==> src/dcc_defines.svh <==
`ifndef DCC_DEFINES_SVH
`define DCC_DEFINES_SVH

// address width of the system bus, in bits
`define DCC_ADDR_W 12
// number of general peripheral channels
`define DCC_NUM_CH 2
// code of the converter channel in the channel select
`define DCC_SEL_ADC 2'h2
// bytes stored per converter result (high byte, then low byte)
`define DCC_ADC_BYTES 2'h2
// converter result width
`define DCC_ADC_W 10
// bytes moved by a byte transfer and by a word transfer
`define DCC_STEP_BYTE 2'h1
`define DCC_STEP_WORD 2'h2
// trigger sources and the width of a trigger select
`define DCC_TRIG_N 8
`define DCC_TRIG_SEL_W 3
// depth of the buffer in the data path
`define DCC_BUF_DEPTH 2
// reset value of the current address
`define DCC_ADDR_RST 12'h000

`endif

==> src/dcc_pkg.sv <==
`include "dcc_defines.svh"

package dcc_pkg;

  typedef enum logic [2:0] {
    DCC_IDLE = 3'b000,
    DCC_REQ = 3'b001,
    DCC_RD = 3'b010,
    DCC_WR = 3'b011,
    DCC_FIN = 3'b100
  } dcc_state_e;

  typedef logic [`DCC_ADDR_W-1:0] dcc_addr_t;

  typedef struct packed {
    dcc_state_e state;
    logic [1:0] sel;
    logic [2:0] pend;
    logic [`DCC_NUM_CH-1:0] en;
    dcc_addr_t [`DCC_NUM_CH-1:0] cur;
    logic [1:0] rd_cnt;
    logic [1:0] wr_cnt;
    logic bus_req;
    logic bus_rd;
    logic bus_wr;
    dcc_addr_t bus_addr;
    logic [7:0] bus_wdata;
    logic [`DCC_NUM_CH-1:0] irq;
    logic adc_irq;
    logic adc_start;
    logic adc_busy;
    logic [`DCC_ADC_W-1:0] adc_res;
  } dcc_regs_s;

endpackage : dcc_pkg

==> src/dcc_buf_if.sv <==
`timescale 1ns/1ps

interface dcc_buf_if #(
  parameter int W = 8
);
  logic in_valid;
  logic in_ready;
  logic [W-1:0] in_data;
  logic out_valid;
  logic out_ready;
  logic [W-1:0] out_data;

  modport store (
    input in_valid,
    input in_data,
    input out_ready,
    output in_ready,
    output out_valid,
    output out_data
  );

  modport user (
    output in_valid,
    output in_data,
    output out_ready,
    input in_ready,
    input out_valid,
    input out_data
  );
endinterface : dcc_buf_if

==> src/dcc_buf.sv <==
`timescale 1ns/1ps

`include "dcc_defines.svh"

module dcc_buf #(
  parameter int DEPTH = `DCC_BUF_DEPTH,
  parameter int W = 8
) (
  input wire logic sys_clk_in,
  input wire logic reset_n_in,
  dcc_buf_if.store buf_if
);
  localparam int PW = (DEPTH > 1) ? $clog2(DEPTH) : 1;
  localparam int CW = $clog2(DEPTH + 1);

  typedef struct packed {
    logic [DEPTH-1:0][W-1:0] mem;
    logic [PW-1:0] wp;
    logic [PW-1:0] rp;
    logic [CW-1:0] cnt;
  } dcc_fifo_s;

  dcc_fifo_s r_q;
  dcc_fifo_s r_d;
  logic push;
  logic pop;

  assign buf_if.in_ready = (r_q.cnt != CW'(DEPTH));
  assign buf_if.out_valid = (r_q.cnt != '0);
  assign buf_if.out_data = r_q.mem[r_q.rp];
  assign push = buf_if.in_valid & buf_if.in_ready;
  assign pop = buf_if.out_valid & buf_if.out_ready;

  always_comb begin
    r_d = r_q;
    if (push) begin
      r_d.mem[r_q.wp] = buf_if.in_data;
      r_d.wp = (r_q.wp == PW'(DEPTH - 1)) ? '0 : r_q.wp + PW'(1);
    end
    if (pop) begin
      r_d.rp = (r_q.rp == PW'(DEPTH - 1)) ? '0 : r_q.rp + PW'(1);
    end
    if (push && !pop) begin
      r_d.cnt = r_q.cnt + CW'(1);
    end else if (pop && !push) begin
      r_d.cnt = r_q.cnt - CW'(1);
    end
  end

  always_ff @(posedge sys_clk_in or negedge reset_n_in) begin
    if (!reset_n_in) begin
      r_q <= '0;
    end else begin
      r_q <= r_d;
    end
  end
endmodule : dcc_buf

==> src/dcc_top.sv <==
`timescale 1ns/1ps

`include "dcc_defines.svh"

module dcc_top #(
  parameter int TRIG_N = `DCC_TRIG_N
) (
  input wire logic sys_clk_in,
  input wire logic reset_n_in,
  input wire logic [TRIG_N-1:0] trig_in,
  input wire logic [`DCC_NUM_CH-1:0][`DCC_TRIG_SEL_W-1:0] chan_trig_sel_in,
  input wire logic [`DCC_NUM_CH-1:0] chan_enable_set_in,
  input wire logic [`DCC_NUM_CH-1:0] chan_enable_clr_in,
  input wire logic [`DCC_NUM_CH-1:0] chan_to_periph_in,
  input wire logic [`DCC_NUM_CH-1:0] chan_word_in,
  input wire logic [`DCC_NUM_CH-1:0] chan_irq_en_in,
  input wire logic [`DCC_NUM_CH-1:0] chan_single_pass_in,
  input wire dcc_pkg::dcc_addr_t [`DCC_NUM_CH-1:0] chan_start_addr_in,
  input wire dcc_pkg::dcc_addr_t [`DCC_NUM_CH-1:0] chan_end_addr_in,
  input wire dcc_pkg::dcc_addr_t [`DCC_NUM_CH-1:0] chan_periph_addr_in,
  input wire logic adc_enable_in,
  input wire logic adc_done_in,
  input wire logic [`DCC_ADC_W-1:0] adc_data_in,
  input wire dcc_pkg::dcc_addr_t adc_result_addr_in,
  input wire logic bus_ack_in,
  input wire logic [7:0] bus_rdata_in,
  output logic bus_req_out,
  output logic bus_rd_out,
  output logic bus_wr_out,
  output dcc_pkg::dcc_addr_t bus_addr_out,
  output logic [7:0] bus_wdata_out,
  output logic [`DCC_NUM_CH-1:0] chan_enable_out,
  output dcc_pkg::dcc_addr_t [`DCC_NUM_CH-1:0] chan_cur_addr_out,
  output logic [`DCC_NUM_CH-1:0] chan_irq_out,
  output logic adc_start_out,
  output logic adc_irq_out
);

  function automatic logic [1:0] dcc_nbytes(input logic word);
    return word ? `DCC_STEP_WORD : `DCC_STEP_BYTE;
  endfunction : dcc_nbytes

  dcc_pkg::dcc_regs_s r_q;
  dcc_pkg::dcc_regs_s r_d;

  dcc_buf_if #(.W(8)) data_if ();

  // the word waits here between its read and write halves; the write
  // side only drains in the write phase, so a word really fills it
  dcc_buf #(
    .DEPTH(`DCC_BUF_DEPTH),
    .W(8)
  ) u_buf (
    .sys_clk_in(sys_clk_in),
    .reset_n_in(reset_n_in),
    .buf_if(data_if.store)
  );

  logic ch;
  logic is_adc;
  logic [1:0] nb;
  logic adc_push;
  dcc_pkg::dcc_addr_t rd_addr;
  dcc_pkg::dcc_addr_t wr_addr;
  dcc_pkg::dcc_addr_t chan_addr_rd;
  dcc_pkg::dcc_addr_t chan_addr_wr;
  dcc_pkg::dcc_addr_t per_addr_rd;
  dcc_pkg::dcc_addr_t per_addr_wr;

  assign ch = r_q.sel[0];
  assign is_adc = (r_q.sel == `DCC_SEL_ADC);
  assign nb = is_adc ? `DCC_ADC_BYTES : dcc_nbytes(chan_word_in[ch]);
  assign chan_addr_rd = r_q.cur[ch] + `DCC_ADDR_W'(r_q.rd_cnt);
  assign chan_addr_wr = r_q.cur[ch] + `DCC_ADDR_W'(r_q.wr_cnt);
  assign per_addr_rd = chan_periph_addr_in[ch] + `DCC_ADDR_W'(r_q.rd_cnt);
  assign per_addr_wr = chan_periph_addr_in[ch] + `DCC_ADDR_W'(r_q.wr_cnt);

  assign rd_addr = chan_to_periph_in[ch] ? chan_addr_rd : per_addr_rd;
  assign wr_addr = is_adc ? adc_result_addr_in + `DCC_ADDR_W'(r_q.wr_cnt)
                 : (chan_to_periph_in[ch] ? per_addr_wr : chan_addr_wr);

  // result bytes go straight into the buffer
  assign adc_push = (r_q.state == dcc_pkg::DCC_RD) && is_adc &&
                    (r_q.rd_cnt != `DCC_ADC_BYTES) && data_if.in_ready;

  always_comb begin
    data_if.in_valid = r_q.bus_rd | adc_push;
    data_if.in_data = bus_rdata_in;
    if (adc_push) begin
      data_if.in_data = (r_q.rd_cnt == 2'h0)
                      ? 8'(r_q.adc_res >> 8) : r_q.adc_res[7:0];
    end
    data_if.out_ready = (r_q.state == dcc_pkg::DCC_WR);
  end

  always_comb begin
    r_d = r_q;
    r_d.bus_rd = 1'b0;
    r_d.bus_wr = 1'b0;
    r_d.irq = '0;
    r_d.adc_irq = 1'b0;
    r_d.adc_start = 1'b0;

    unique case (r_q.state)
      dcc_pkg::DCC_IDLE: begin
        // fixed priority: channel zero, channel one, converter
        if (r_q.pend[0]) begin
          r_d.sel = 2'h0;
        end else if (r_q.pend[1]) begin
          r_d.sel = 2'h1;
        end else begin
          r_d.sel = `DCC_SEL_ADC;
        end
        if (r_q.pend != 3'h0) begin
          r_d.state = dcc_pkg::DCC_REQ;
          r_d.bus_req = 1'b1;
          r_d.rd_cnt = 2'h0;
          r_d.wr_cnt = 2'h0;
        end
      end
      dcc_pkg::DCC_REQ: begin
        if (bus_ack_in) begin
          r_d.state = dcc_pkg::DCC_RD;
        end
      end
      dcc_pkg::DCC_RD: begin
        if (adc_push) begin
          r_d.rd_cnt = r_q.rd_cnt + 2'h1;
        end else if (!is_adc && !r_q.bus_rd && r_q.rd_cnt != nb &&
                     data_if.in_ready) begin
          // one read in flight at a time keeps the buffer from overflow
          r_d.bus_rd = 1'b1;
          r_d.bus_addr = rd_addr;
          r_d.rd_cnt = r_q.rd_cnt + 2'h1;
        end
        if (r_q.rd_cnt == nb && !r_q.bus_rd) begin
          r_d.state = dcc_pkg::DCC_WR;
        end
      end
      dcc_pkg::DCC_WR: begin
        // one byte per cycle while the buffer holds data
        if (data_if.out_valid) begin
          r_d.bus_wr = 1'b1;
          r_d.bus_addr = wr_addr;
          r_d.bus_wdata = data_if.out_data;
          r_d.wr_cnt = r_q.wr_cnt + 2'h1;
          if (r_q.wr_cnt + 2'h1 == nb) begin
            r_d.state = dcc_pkg::DCC_FIN;
          end
        end
      end
      dcc_pkg::DCC_FIN: begin
        r_d.bus_req = 1'b0;
        r_d.state = dcc_pkg::DCC_IDLE;
        r_d.pend[r_q.sel] = 1'b0;
        if (is_adc) begin
          r_d.adc_irq = 1'b1;
        end else if (r_q.cur[ch] == chan_end_addr_in[ch]) begin
          r_d.cur[ch] = chan_start_addr_in[ch];
          r_d.irq[ch] = chan_irq_en_in[ch];
          if (chan_single_pass_in[ch]) begin
            r_d.en[ch] = 1'b0;
          end
          // otherwise the enable is left standing
        end else begin
          r_d.cur[ch] = r_q.cur[ch] + `DCC_ADDR_W'(nb);
        end
      end
      default: begin
        r_d.state = dcc_pkg::DCC_IDLE;
        r_d.bus_req = 1'b0;
      end
    endcase

    // a software set beats the end-of-block clear so the channel re-arms
    for (int i = 0; i < `DCC_NUM_CH; i++) begin
      if (chan_enable_clr_in[i]) begin
        r_d.en[i] = 1'b0;
      end
      if (chan_enable_set_in[i]) begin
        r_d.en[i] = 1'b1;
        r_d.cur[i] = chan_start_addr_in[i];
      end
      // latch the selected trigger; set wins over the service clear
      if (trig_in[chan_trig_sel_in[i]] && r_d.en[i]) begin
        r_d.pend[i] = 1'b1;
      end
      if (!r_d.en[i] && !(r_q.state != dcc_pkg::DCC_IDLE &&
                          r_q.sel == 2'(i))) begin
        r_d.pend[i] = 1'b0;
      end
    end

    // sequence the converter one single shot at a time
    if (adc_done_in && r_q.adc_busy) begin
      r_d.adc_busy = 1'b0;
      r_d.adc_res = adc_data_in;
      r_d.pend[2] = 1'b1;
    end else if (adc_enable_in && !r_q.adc_busy && !r_q.pend[2]) begin
      r_d.adc_start = 1'b1;
      r_d.adc_busy = 1'b1;
    end
  end

  always_ff @(posedge sys_clk_in or negedge reset_n_in) begin
    if (!reset_n_in) begin
      r_q <= '0;
    end else begin
      r_q <= r_d;
    end
  end

  assign bus_req_out = r_q.bus_req;
  assign bus_rd_out = r_q.bus_rd;
  assign bus_wr_out = r_q.bus_wr;
  assign bus_addr_out = r_q.bus_addr;
  assign bus_wdata_out = r_q.bus_wdata;
  assign chan_enable_out = r_q.en;
  assign chan_cur_addr_out = r_q.cur;
  assign chan_irq_out = r_q.irq;
  assign adc_start_out = r_q.adc_start;
  assign adc_irq_out = r_q.adc_irq;

endmodule : dcc_top

==> config.mk <==
export PLATFORM = sky130hd
export DESIGN_NAME = dcc_top
export DESIGN_NICKNAME = d
export VERILOG_FILES = /design/src/dcc_pkg.sv /design/src/dcc_buf_if.sv /design/src/dcc_buf.sv /design/src/dcc_top.sv
export VERILOG_INCLUDE_DIRS = /design/src
export SDC_FILE = /design/constraint.sdc
export NUM_CORES = 1
export LEC_CHECK = 0
export BUFFER_PORTS_ARGS = -buffer_cell sky130_fd_sc_hd__buf_2
export CAP_MARGIN = 20
export CORE_ASPECT_RATIO = 1.25
export CORE_MARGIN = 2
export CORE_UTILIZATION = 39
export CTS_CLUSTER_SIZE = 10
export DETAILED_ROUTE_END_ITERATION = 12
export PLACE_DENSITY_LB_ADDON = 0.05
export SKIP_CTS_REPAIR_TIMING = 1
export SYNTH_ARGS = -nofsm -noshare
export SYNTH_HDL_FRONTEND = slang
export SYNTH_SLANG_ARGS = --single-unit
==> constraint.sdc <==
create_clock -name sys_clk_in -period 4.7 [get_ports sys_clk_in]
set_input_delay 0.47 -clock sys_clk_in [delete_from_list [all_inputs] [get_ports sys_clk_in]]
set_output_delay 0.47 -clock sys_clk_in [all_outputs]
set_load 0.02 [all_outputs]
# Yosys cells after proc, flatten, opt, wreduce, memory -nomap -nowiden
# Index checks and enable logic that the tools add are counted.
word_totals:
  input_bits: 133
  output_inout_bits: 53
  word_cells: 223
  regBits: 96
classes:
  mux: 90
  bitwise: 9
  n_reduce_logical: 56
  addsub: 12
  eq_ne: 22
  magnitude_cmp: 9
op_table:
  columns: ["cell", "count"]
  rows:
  - ["12-bit two-way mux", 16]
  - ["12-bit by 2-bit adder with 12-bit output", 6]
  - ["24-bit bitwise mux", 2]
  - ["8-bit two-way mux", 5]
  - ["1-bit two-way mux", 30]
  - ["29-bit two-way mux", 1]
  - ["2-bit two-way mux", 14]
  - ["26-bit two-way mux", 1]
  - ["24-bit two-way mux", 1]
  - ["12-bit case mux with 2 select lines", 1]
  - ["1-bit logical AND", 21]
  - ["21-bit two-way mux", 1]
  - ["3-bit two-way mux", 6]
  - ["2-bit != test (second input constant)", 9]
  - ["2-bit nonzero test", 9]
  - ["16-bit bitwise mux", 1]
  - ["12-bit demux with 1-bit select", 1]
  - ["12-bit == test", 1]
  - ["3-bit case mux with 4 select lines", 1]
  - ["3-bit nonzero test", 4]
  - ["1-bit logical NOT", 10]
  - ["8-bit demux with 1-bit select", 1]
  - ["3-bit by 4-bit < comparator with 1-bit output (second input constant)", 2]
  - ["2-bit case mux with 2 select lines", 2]
  - ["other kinds (35)", 52]

# Logic depth before layout (Yosys ltp)
# Gate-level depths: netlist (run 1).
depth:
  word_depth: 15
  depth_mapped: 16
  mapped_depth_nobuf: 12

# By module
# Synthesis (run 1) repeated with hierarchy kept, for this count alone.
unflattened:
  cells_unflattened: 711
  hier_area_um2: 6796.5
by_module_without_submodules:
  columns: ["module", "area_each_um2", "cells_each", "instances", "seq_area_each_um2"]
  rows:
  - ["dcc_top", 5826.8, 651, 1, 1901.8]
  - ["dcc_buf", 969.7, 60, 1, 500.5]

# Least setup slack after synthesis (run 1)
# No wires, ideal clock.
synth_path:
  kind: "reg2reg"
  startpoint: "register r_q, in the netlist ch"
  endpoint: "register r_q, in the netlist bus_addr_out[11]"
  arrival_ps: 3303
  setup_time_ps: 73
  t_required_ps: 4627
  synth_period_minus_slack_ps: 3376
  stages_incl_launch_ff: 15
  path_slack_ps: 1324
  n_path_buf: 4
  path_cell_list: "dfrtp_1 > buf_6 > buf_2 > buf_2 > buf_1 > mux2_2 > o21ai_0 > a21oi_1 > ha_1 > a21o_1 > o211a_1 > and2_1 > and4_1 > o32a_1 > a21oi_2"
synth_via:
  elab_chain_cells: 9
  elab_cells_between_ends: 33
  cone_classes: "4 x add/sub; 4 x eq/ne; 17 x mux; 8 x reduce/logical"
synth_rtl:
  columns: ["element", "line", "source"]
  rows:
  - ["from (decl)", "dcc_top.sv:43", "dcc_pkg::dcc_regs_s r_q;"]
  - ["from (signal assigned)", "dcc_top.sv:209", "r_q <= r_d;"]
  - ["branches (longest 9 deep; another with 12-bit by 2-bit adder with 12-bit output)", null, null]
# Several ways; the timed one is not identified. The select of a mux whose other input is x is not followed.
# A chain may end at the register's enable or synchronous reset.

# Worst setup path after layout (run 1)
# Ends and elaborated chain as after synthesis.

==> key figures, run 1 <==
Route
  • Iteration-0 DRC Markers: 303
  • Average wire per standard cell: 18.5 um
  • Final WL: 19.3 mm
  • ANT nets after route: 0
  • Vias: 5571
  • Drt drc: 0
  • Via density: 5.33
  • 1st-pass router iterations: 4

Place
  • # port buffers: 185
  • Hpwl dp: approximately 15 mm
  • Pre-CTS setup slack: 1.15 ns
  • Dpl cells: 1029
  • GPL Wtd Cong: 0.863

Clock tree
  • CTS Buf Count: 9
  • Worst-Skew Late Latency: 0.36 ns
  • CTS tree: done
  • Clk slew on worst S/H paths: about 0.07 ns
  • H-tree levels: 3
  • CTS Sinks: 96
  • CTS Buffer Depth: 2
  • Root Driver: clkbuf_16

Power and ir drop
  • Peak VDD IR: around 200 uV
  • Total power: roughly 4.5 mW
  • Sw Pwr: 2.02 mW
  • Internal power: 2.48 mW
  • Pwr Density: 586 mW/mm^2
  • Leak: 3.55 nW
  • Comb pwr share: 50.9%
  • Switching share of power: between 40% and 50%
  • Clock Power Share: around 18%
  • Reg power frac: 31.5%

Critical path
  • Worst EP arrival: around 3.9 ns
  • CP Cell Sequence: buf_4 -> mux2_2 -> o21ai_0 -> a21oi_1 -> ha_1 -> a21o_1 -> o211a_1 -> and2_1 -> and4_1 -> o32a_1 -> a21oi_2
  • Crit. End Element: register
  • Critical path data required time: 4.99 ns
  • R2r setup slk: 1.14 ns
  • Reg-to-Reg Start: ch
  • CP Class: register to register
  • Slowest stage delay, CP: 0.74 ns
  • R2R depth: 11
  • Critical Path Start: ch
  • Worst path slowest cell: dfrtp_2
  • CP Max Fanout: 25
  • RR Endpoint: bus_addr_out[11]
  • Crit start category: register

STA
  • Fin crit share: 75.8%
  • Final setup fails: 0
  • Setup TNS: 0 ns
  • F_max: 0.281 GHz
  • Fin Clk Skew: 0.00960 ns
  • Endpoints failing hold: 0
  • RSZ-0062 raised after global routing: false
  • Final worst slack: 1.14 ns
  • Crit path time final: 3.56 ns
  • Slew HR: 34.2%
  • Worst-Margin Slew: 0.986 ns
  • Slew Limit Fails: 0

Logic synthesis
  • Yosys reg bits: 96
  • Async S/R FF share, synth: 100%
  • YS warnings: 0
  • Synth Cell Area: 0.00664 mm^2
  • Top-area cell type share of the netlist area: 36.2%
  • Sequential-to-total area share from yosys stat: 36.2%
  • Syn Area/Cell: 9.45 um^2
  • Syn nets: 848
  • Unique masters post-synth: between 60 and 70
  • Synth top area cells: dfrtp_1 (36%), mux2i_1 (8.1%), buf_4 (5.5%)
  • Dominant cell type by area after synthesis: dfrtp_1
  • Syn Inst Count: approximately 700
  • EDFF count, synth: 0
  • Main synth FF type: dfrtp_1

Finish
  • Filler cell count: about 1700
  • Layout cell share with drive strength beyond 1: around 29%
  • Fin util: 45.8%
  • Fin cells: 1046
  • Fin nets: 965
  • Area growth syn-to-layout: 15.8%

Global route
  • Vias in the first global route: 5710
  • Grt total ovfl: 0
  • Initial antenna violation count: 2
  • Pin count of the biggest net entering global routing: 68
  • First-pass GRT wire length: ~31 mm
  • Gr usage total: between 20% and 30%

Min path
  • Worst hold path class: input port to asynchronous set/reset pin

Floorplan
  • Initial Utilization: 39.6%
  • Core area: 0.0168 mm^2
  • I/O Pins: approximately 190
  • Rows: 53
  • Die Area: 0.0181 mm^2
  • Die span in x: 121 um
  • Die Y: 150 um

Flow run
  • Max Cap Viol: 0

Run status
  • Status: finished, final reports clean
[cell families (layout without fill, tap and decap cells)]
| kind of cell | after synthesis | after routing | share of synthesized area (%) |
|---|---|---|---|
| simple gates | 199 | 199 | 15.3 |
| fa+ha+maj | 12 | 12 | 2.60 |
| buf+inv | 102 | 224 | 8.87 |
| flops | 96 | 96 | 36.2 |
| other cells | 0 | 1 | 0 |
| xor+xnor | 59 | 59 | 7.78 |
| mux | 77 | 77 | 12.9 |
| compound gates | 158 | 158 | 16.4 |
[Yosys cell counts, drive strengths merged (2+ instances only)]
master   count
a21o         5
a21oi       33
a221o        4
a22oi       26
a31o         2
a31oi        4
a32o         2
a32oi        4
and2         6
and3         3
and4         2
buf         60
clkbuf      25
dfrtp       96
fa           3
ha           9
inv         17
mux2        16
mux2i       57
mux4         4
nand2       61
nand2b       9
nand3       14
nand3b       8
nor2        43
nor2b        4
nor3        19
nor3b        9
nor4         8
nor4b        2
o211ai       2
o21ai       42
o2bb2ai     23
or3          4
or4          2
xnor2       17
xor2        42
[placed cells by master (no fill, tap or decap), types with 17 or more instances in the layout]
| cell | netlist | routed |
|---|---|---|
| a21oi_1 | 31 | 31 |
| a22oi_1 | 25 | 25 |
| buf_2 | 5 | 184 |
| dfrtp_1 | 96 | 95 |
| inv_1 | 17 | 17 |
| mux2i_1 | 54 | 54 |
| nand2_1 | 61 | 61 |
| nor2_1 | 43 | 43 |
| nor3_1 | 19 | 19 |
| o21ai_0 | 40 | 40 |
| o2bb2ai_1 | 23 | 23 |
| xnor2_1 | 17 | 17 |
| xor2_1 | 42 | 42 |
[worst max path at each step]
stage	to	cells after the start
floorplan	bus_addr_out[11]	14
global placement	bus_addr_out[11]	11
detailed placement	bus_addr_out[11]	11
CTS	bus_addr_out[11]	11
global route	bus_addr_out[9]	12
finish	bus_addr_out[11]	11
[stage by stage]
| stage | instance area (um^2) | hold WS (ns) |
|---|---|---|
| finish | 7690 | 0.223 |
| CTS | 7690 | 0.285 |
| global route | 7690 | 0.301 |
| floorplan | 6640 | 0.174 |
| detailed placement | 7370 | 0.470 |
| global placement | 7370 | 0.460 |
[layout make-up]
cell class	count	area, um^2	area share [%]
clock buffers	9	225	2.93
repair buffers	191	973	12.7
diodes	1	2.50	0.0325
well taps	220	275	3.58
multi-input cells	505	3650	47.5
clock inverters	7	97.6	1.27
flip-flops and latches	96	2400	31.2
inverters	17	63.8	0.830
[power groups by stage]
stage,sequential [mW],clock (mW),combinational [mW]
2_1_floorplan,1.30,0,1.92
3_3_place_gp,1.42,0,2.26
3_5_place_dp,1.44,0,2.30
4_1_cts,1.42,0.823,2.31
5_1_grt,1.48,0.850,2.55
6_report,1.42,0.797,2.29
[metal layers]
metal,track usage (%),vias up,share of wire (%)
met5,0,-,0.083
met4,7.21,2,1.7
met3,3.47,28,5.5
met2,38.4,184,51
met1,27.2,2649,42
li1,-,2708,-
[registers in the layout, indices dropped and copies added, names as in the netlist]
| name | cells |
|---|---|
| chan_cur_addr_out | 24 |
| bus_wr_out | 1 |
| ch | 1 |
| bus_rd_out | 1 |
| bus_addr_out | 12 |
| chan_enable_out | 2 |
| u_buf.r_q | 20 |
| adc_start_out | 1 |
| r_q | 22 |
| chan_irq_out | 2 |
| bus_req_out | 1 |
| adc_irq_out | 1 |
| bus_wdata_out | 8 |
[critical path, delay by kind of cell, from the launching register on]
family | cells | cell delay, ns
compound gates | 6 | 1.14
fa+ha+maj | 1 | 0.35
buf+inv | 1 | 0.40
flops | 1 | 0.74
mux | 1 | 0.42
simple gates | 2 | 0.44
Power figures use the tool's default switching activity.
==> run 2: changes to the inputs <==
Clock period 4.7 ns to 3.6 ns, I/O delays scaled along.
==> key figures, run 2 (same netlist as run 1, synthesis figures left out) <==
Floorplan
  • I/O Pins: 186
  • Initial Utilization: approximately two fifths
  • Die span in x: 121 um
  • Core area: 0.0168 mm^2
  • Rows: 53
  • Die Area: 0.0181 mm^2
  • Die Y: 150 um

Power and ir drop
  • Peak VDD IR: 282 uV
  • Internal power: 3.28 mW
  • Pwr Density: 762 mW/mm^2
  • Sw Pwr: 2.62 mW
  • Clock Power Share: 17.0%
  • Comb pwr share: 51.9%
  • Total power: 5.90 mW
  • Leak: 3.58 nW
  • Reg power frac: a little under a third
  • Switching share of power: 44.4%

STA
  • Slew Limit Fails: 0
  • Fin Clk Skew: about 0.011 ns
  • Endpoints failing hold: 0
  • Setup TNS: 0 ns
  • Final setup fails: 0
  • Worst-Margin Slew: 0.864 ns
  • RSZ-0062 raised after global routing: false
  • F_max: between 0.3 and 0.4 GHz
  • Slew HR: 42.2%
  • Fin crit share: 86.0%
  • Crit path time final: 3.10 ns

Clock tree
  • CTS Buffer Depth: 2
  • CTS Buf Count: 9
  • H-tree levels: 3
  • Root Driver: clkbuf_16
  • CTS Sinks: between 90 and 100
  • CTS tree: done
  • Worst-Skew Late Latency: 0.36 ns
  • Clk slew on worst S/H paths: 0.07 ns

Route
  • 1st-pass router iterations: 5
  • Vias: 5601
  • ANT nets after route: 0
  • Final WL: a little under 20 mm
  • Average wire per standard cell: 18.5 um
  • Via density: between 5 and 6
  • Drt drc: 0
  • Iteration-0 DRC Markers: roughly 260

Global route
  • Pin count of the biggest net entering global routing: 59
  • GR Util met2: 38.0%
  • Gr usage total: 21.6%
  • Grt peak-use layer: met2
  • Met1 Use GR: 26.4%
  • Grt total ovfl: 0
  • M3 GR Usage: under 10%
  • First-pass GRT wire length: around 30 mm
  • Vias in the first global route: 5702
  • Initial antenna violation count: 3

Finish
  • Most frequent cells in the layout: buf_2 (184), dfrtp_1 (95), nand2_1 (61)
  • Sequential cell area: ~0.0024 mm^2
  • Fin nets: 974
  • Max reg flops: 24
  • Layout cell share with drive strength beyond 1: between 30% and 40%
  • Most common cell after layout, fill and taps aside: buf_2
  • Fin util: between 40 and 50%
  • Filler cell count: 1692
  • Multi-input gate area: 0.00365 mm^2
  • Fin cells: 1055
  • Area growth syn-to-layout: 16.5%

Place
  • GPL Wtd Cong: 0.876
  • Dpl cells: ~1000
  • Hpwl dp: 15.4 mm
  • # port buffers: roughly 190

Flow run
  • Max Cap Viol: 0

Critical path
  • WP buf/inv: 1
  • Critical path depth: 11
  • R2R depth: 11
  • CP top delay family: compound AO/OA/AOI/OAI gates
  • Crit. End Element: register
  • CP Class: register to register
  • CP Cell Sequence: buf_4 -> mux2_2 -> o21ai_0 -> a21oi_1 -> ha_1 -> a21o_1 -> o211a_1 -> and2_1 -> and4_1 -> o32a_1 -> a21oi_2
  • CP Max Fanout: 11
  • Critical path data required time: 3.89 ns
  • Crit start category: register
  • Slowest stage delay, CP: 0.54 ns
  • Worst EP arrival: 3.39 ns
  • R2r setup slk: ~0.50 ns
  • Worst path slowest cell: dfrtp_2

Run status
  • Status: finished, final reports clean

Min path
  • Worst hold path class: input port to asynchronous set/reset pin
## run 2: power groups by stage
stage	Combinational, mW	Clock (mW)	Sequential [mW]
floorplan	2.50	0	1.70
global route	3.41	1.06	1.89
CTS	3.09	1.02	1.83
global placement	3.03	0	1.84
finish	3.06	1.00	1.83
detailed placement	3.07	0	1.85
## run 2: stage by stage
stage	setup WS, ns	hold slack, ns	instance area (um^2)
after floorplan	0.224	0.0644	6640
after global placement	0.578	0.455	7430
after detailed placement	0.506	0.465	7430
after CTS	0.475	0.109	7740
after global routing	0.255	0.137	7740
final	0.502	0.0690	7740
## run 2: layout make-up
type	instances	share of cell area [%]
repair buffers	200	13.4
diodes	2	0.0647
clock inverters	5	0.808
flip-flops and latches	96	31.0
well taps	220	3.56
inverters	17	0.824
clock buffers	10	3.09
multi-input cells	505	47.2
## run 2: worst reg2reg max path, cell delays in order (launching register included)
cell and delay, ns:
dfrtp_2 0.54, buf_4 0.24, mux2_2 0.38, o21ai_0 0.21
a21oi_1 0.15, ha_1 0.30, a21o_1 0.17, o211a_1 0.16
and2_1 0.20, and4_1 0.23, o32a_1 0.34, a21oi_2 0.11
## run 2: final timing paths
| path | to | startpoint |
|---|---|---|
| hold reg to reg | bus_addr_out[4] | bus_addr_out[4] |
| setup / recovery | bus_addr_out[11] | ch |
| min in group sys_clk_in | chan_cur_addr_out[22] | chan_start_addr_in[22] |
| max in group asynchronous | bus_wdata_out[1] | reset_n_in |
| setup reg to reg | bus_addr_out[11] | ch |
| hold / removal | chan_cur_addr_out[16] | reset_n_in |
## run 2: per-layer routing
layer	share of wire, %	routed length [um]	up-vias
met4	2.1	408	2
met3	5.2	1020	33
met5	0.056	11	-
met2	50	9700	188
li1	-	-	2718
met1	43	8350	2660
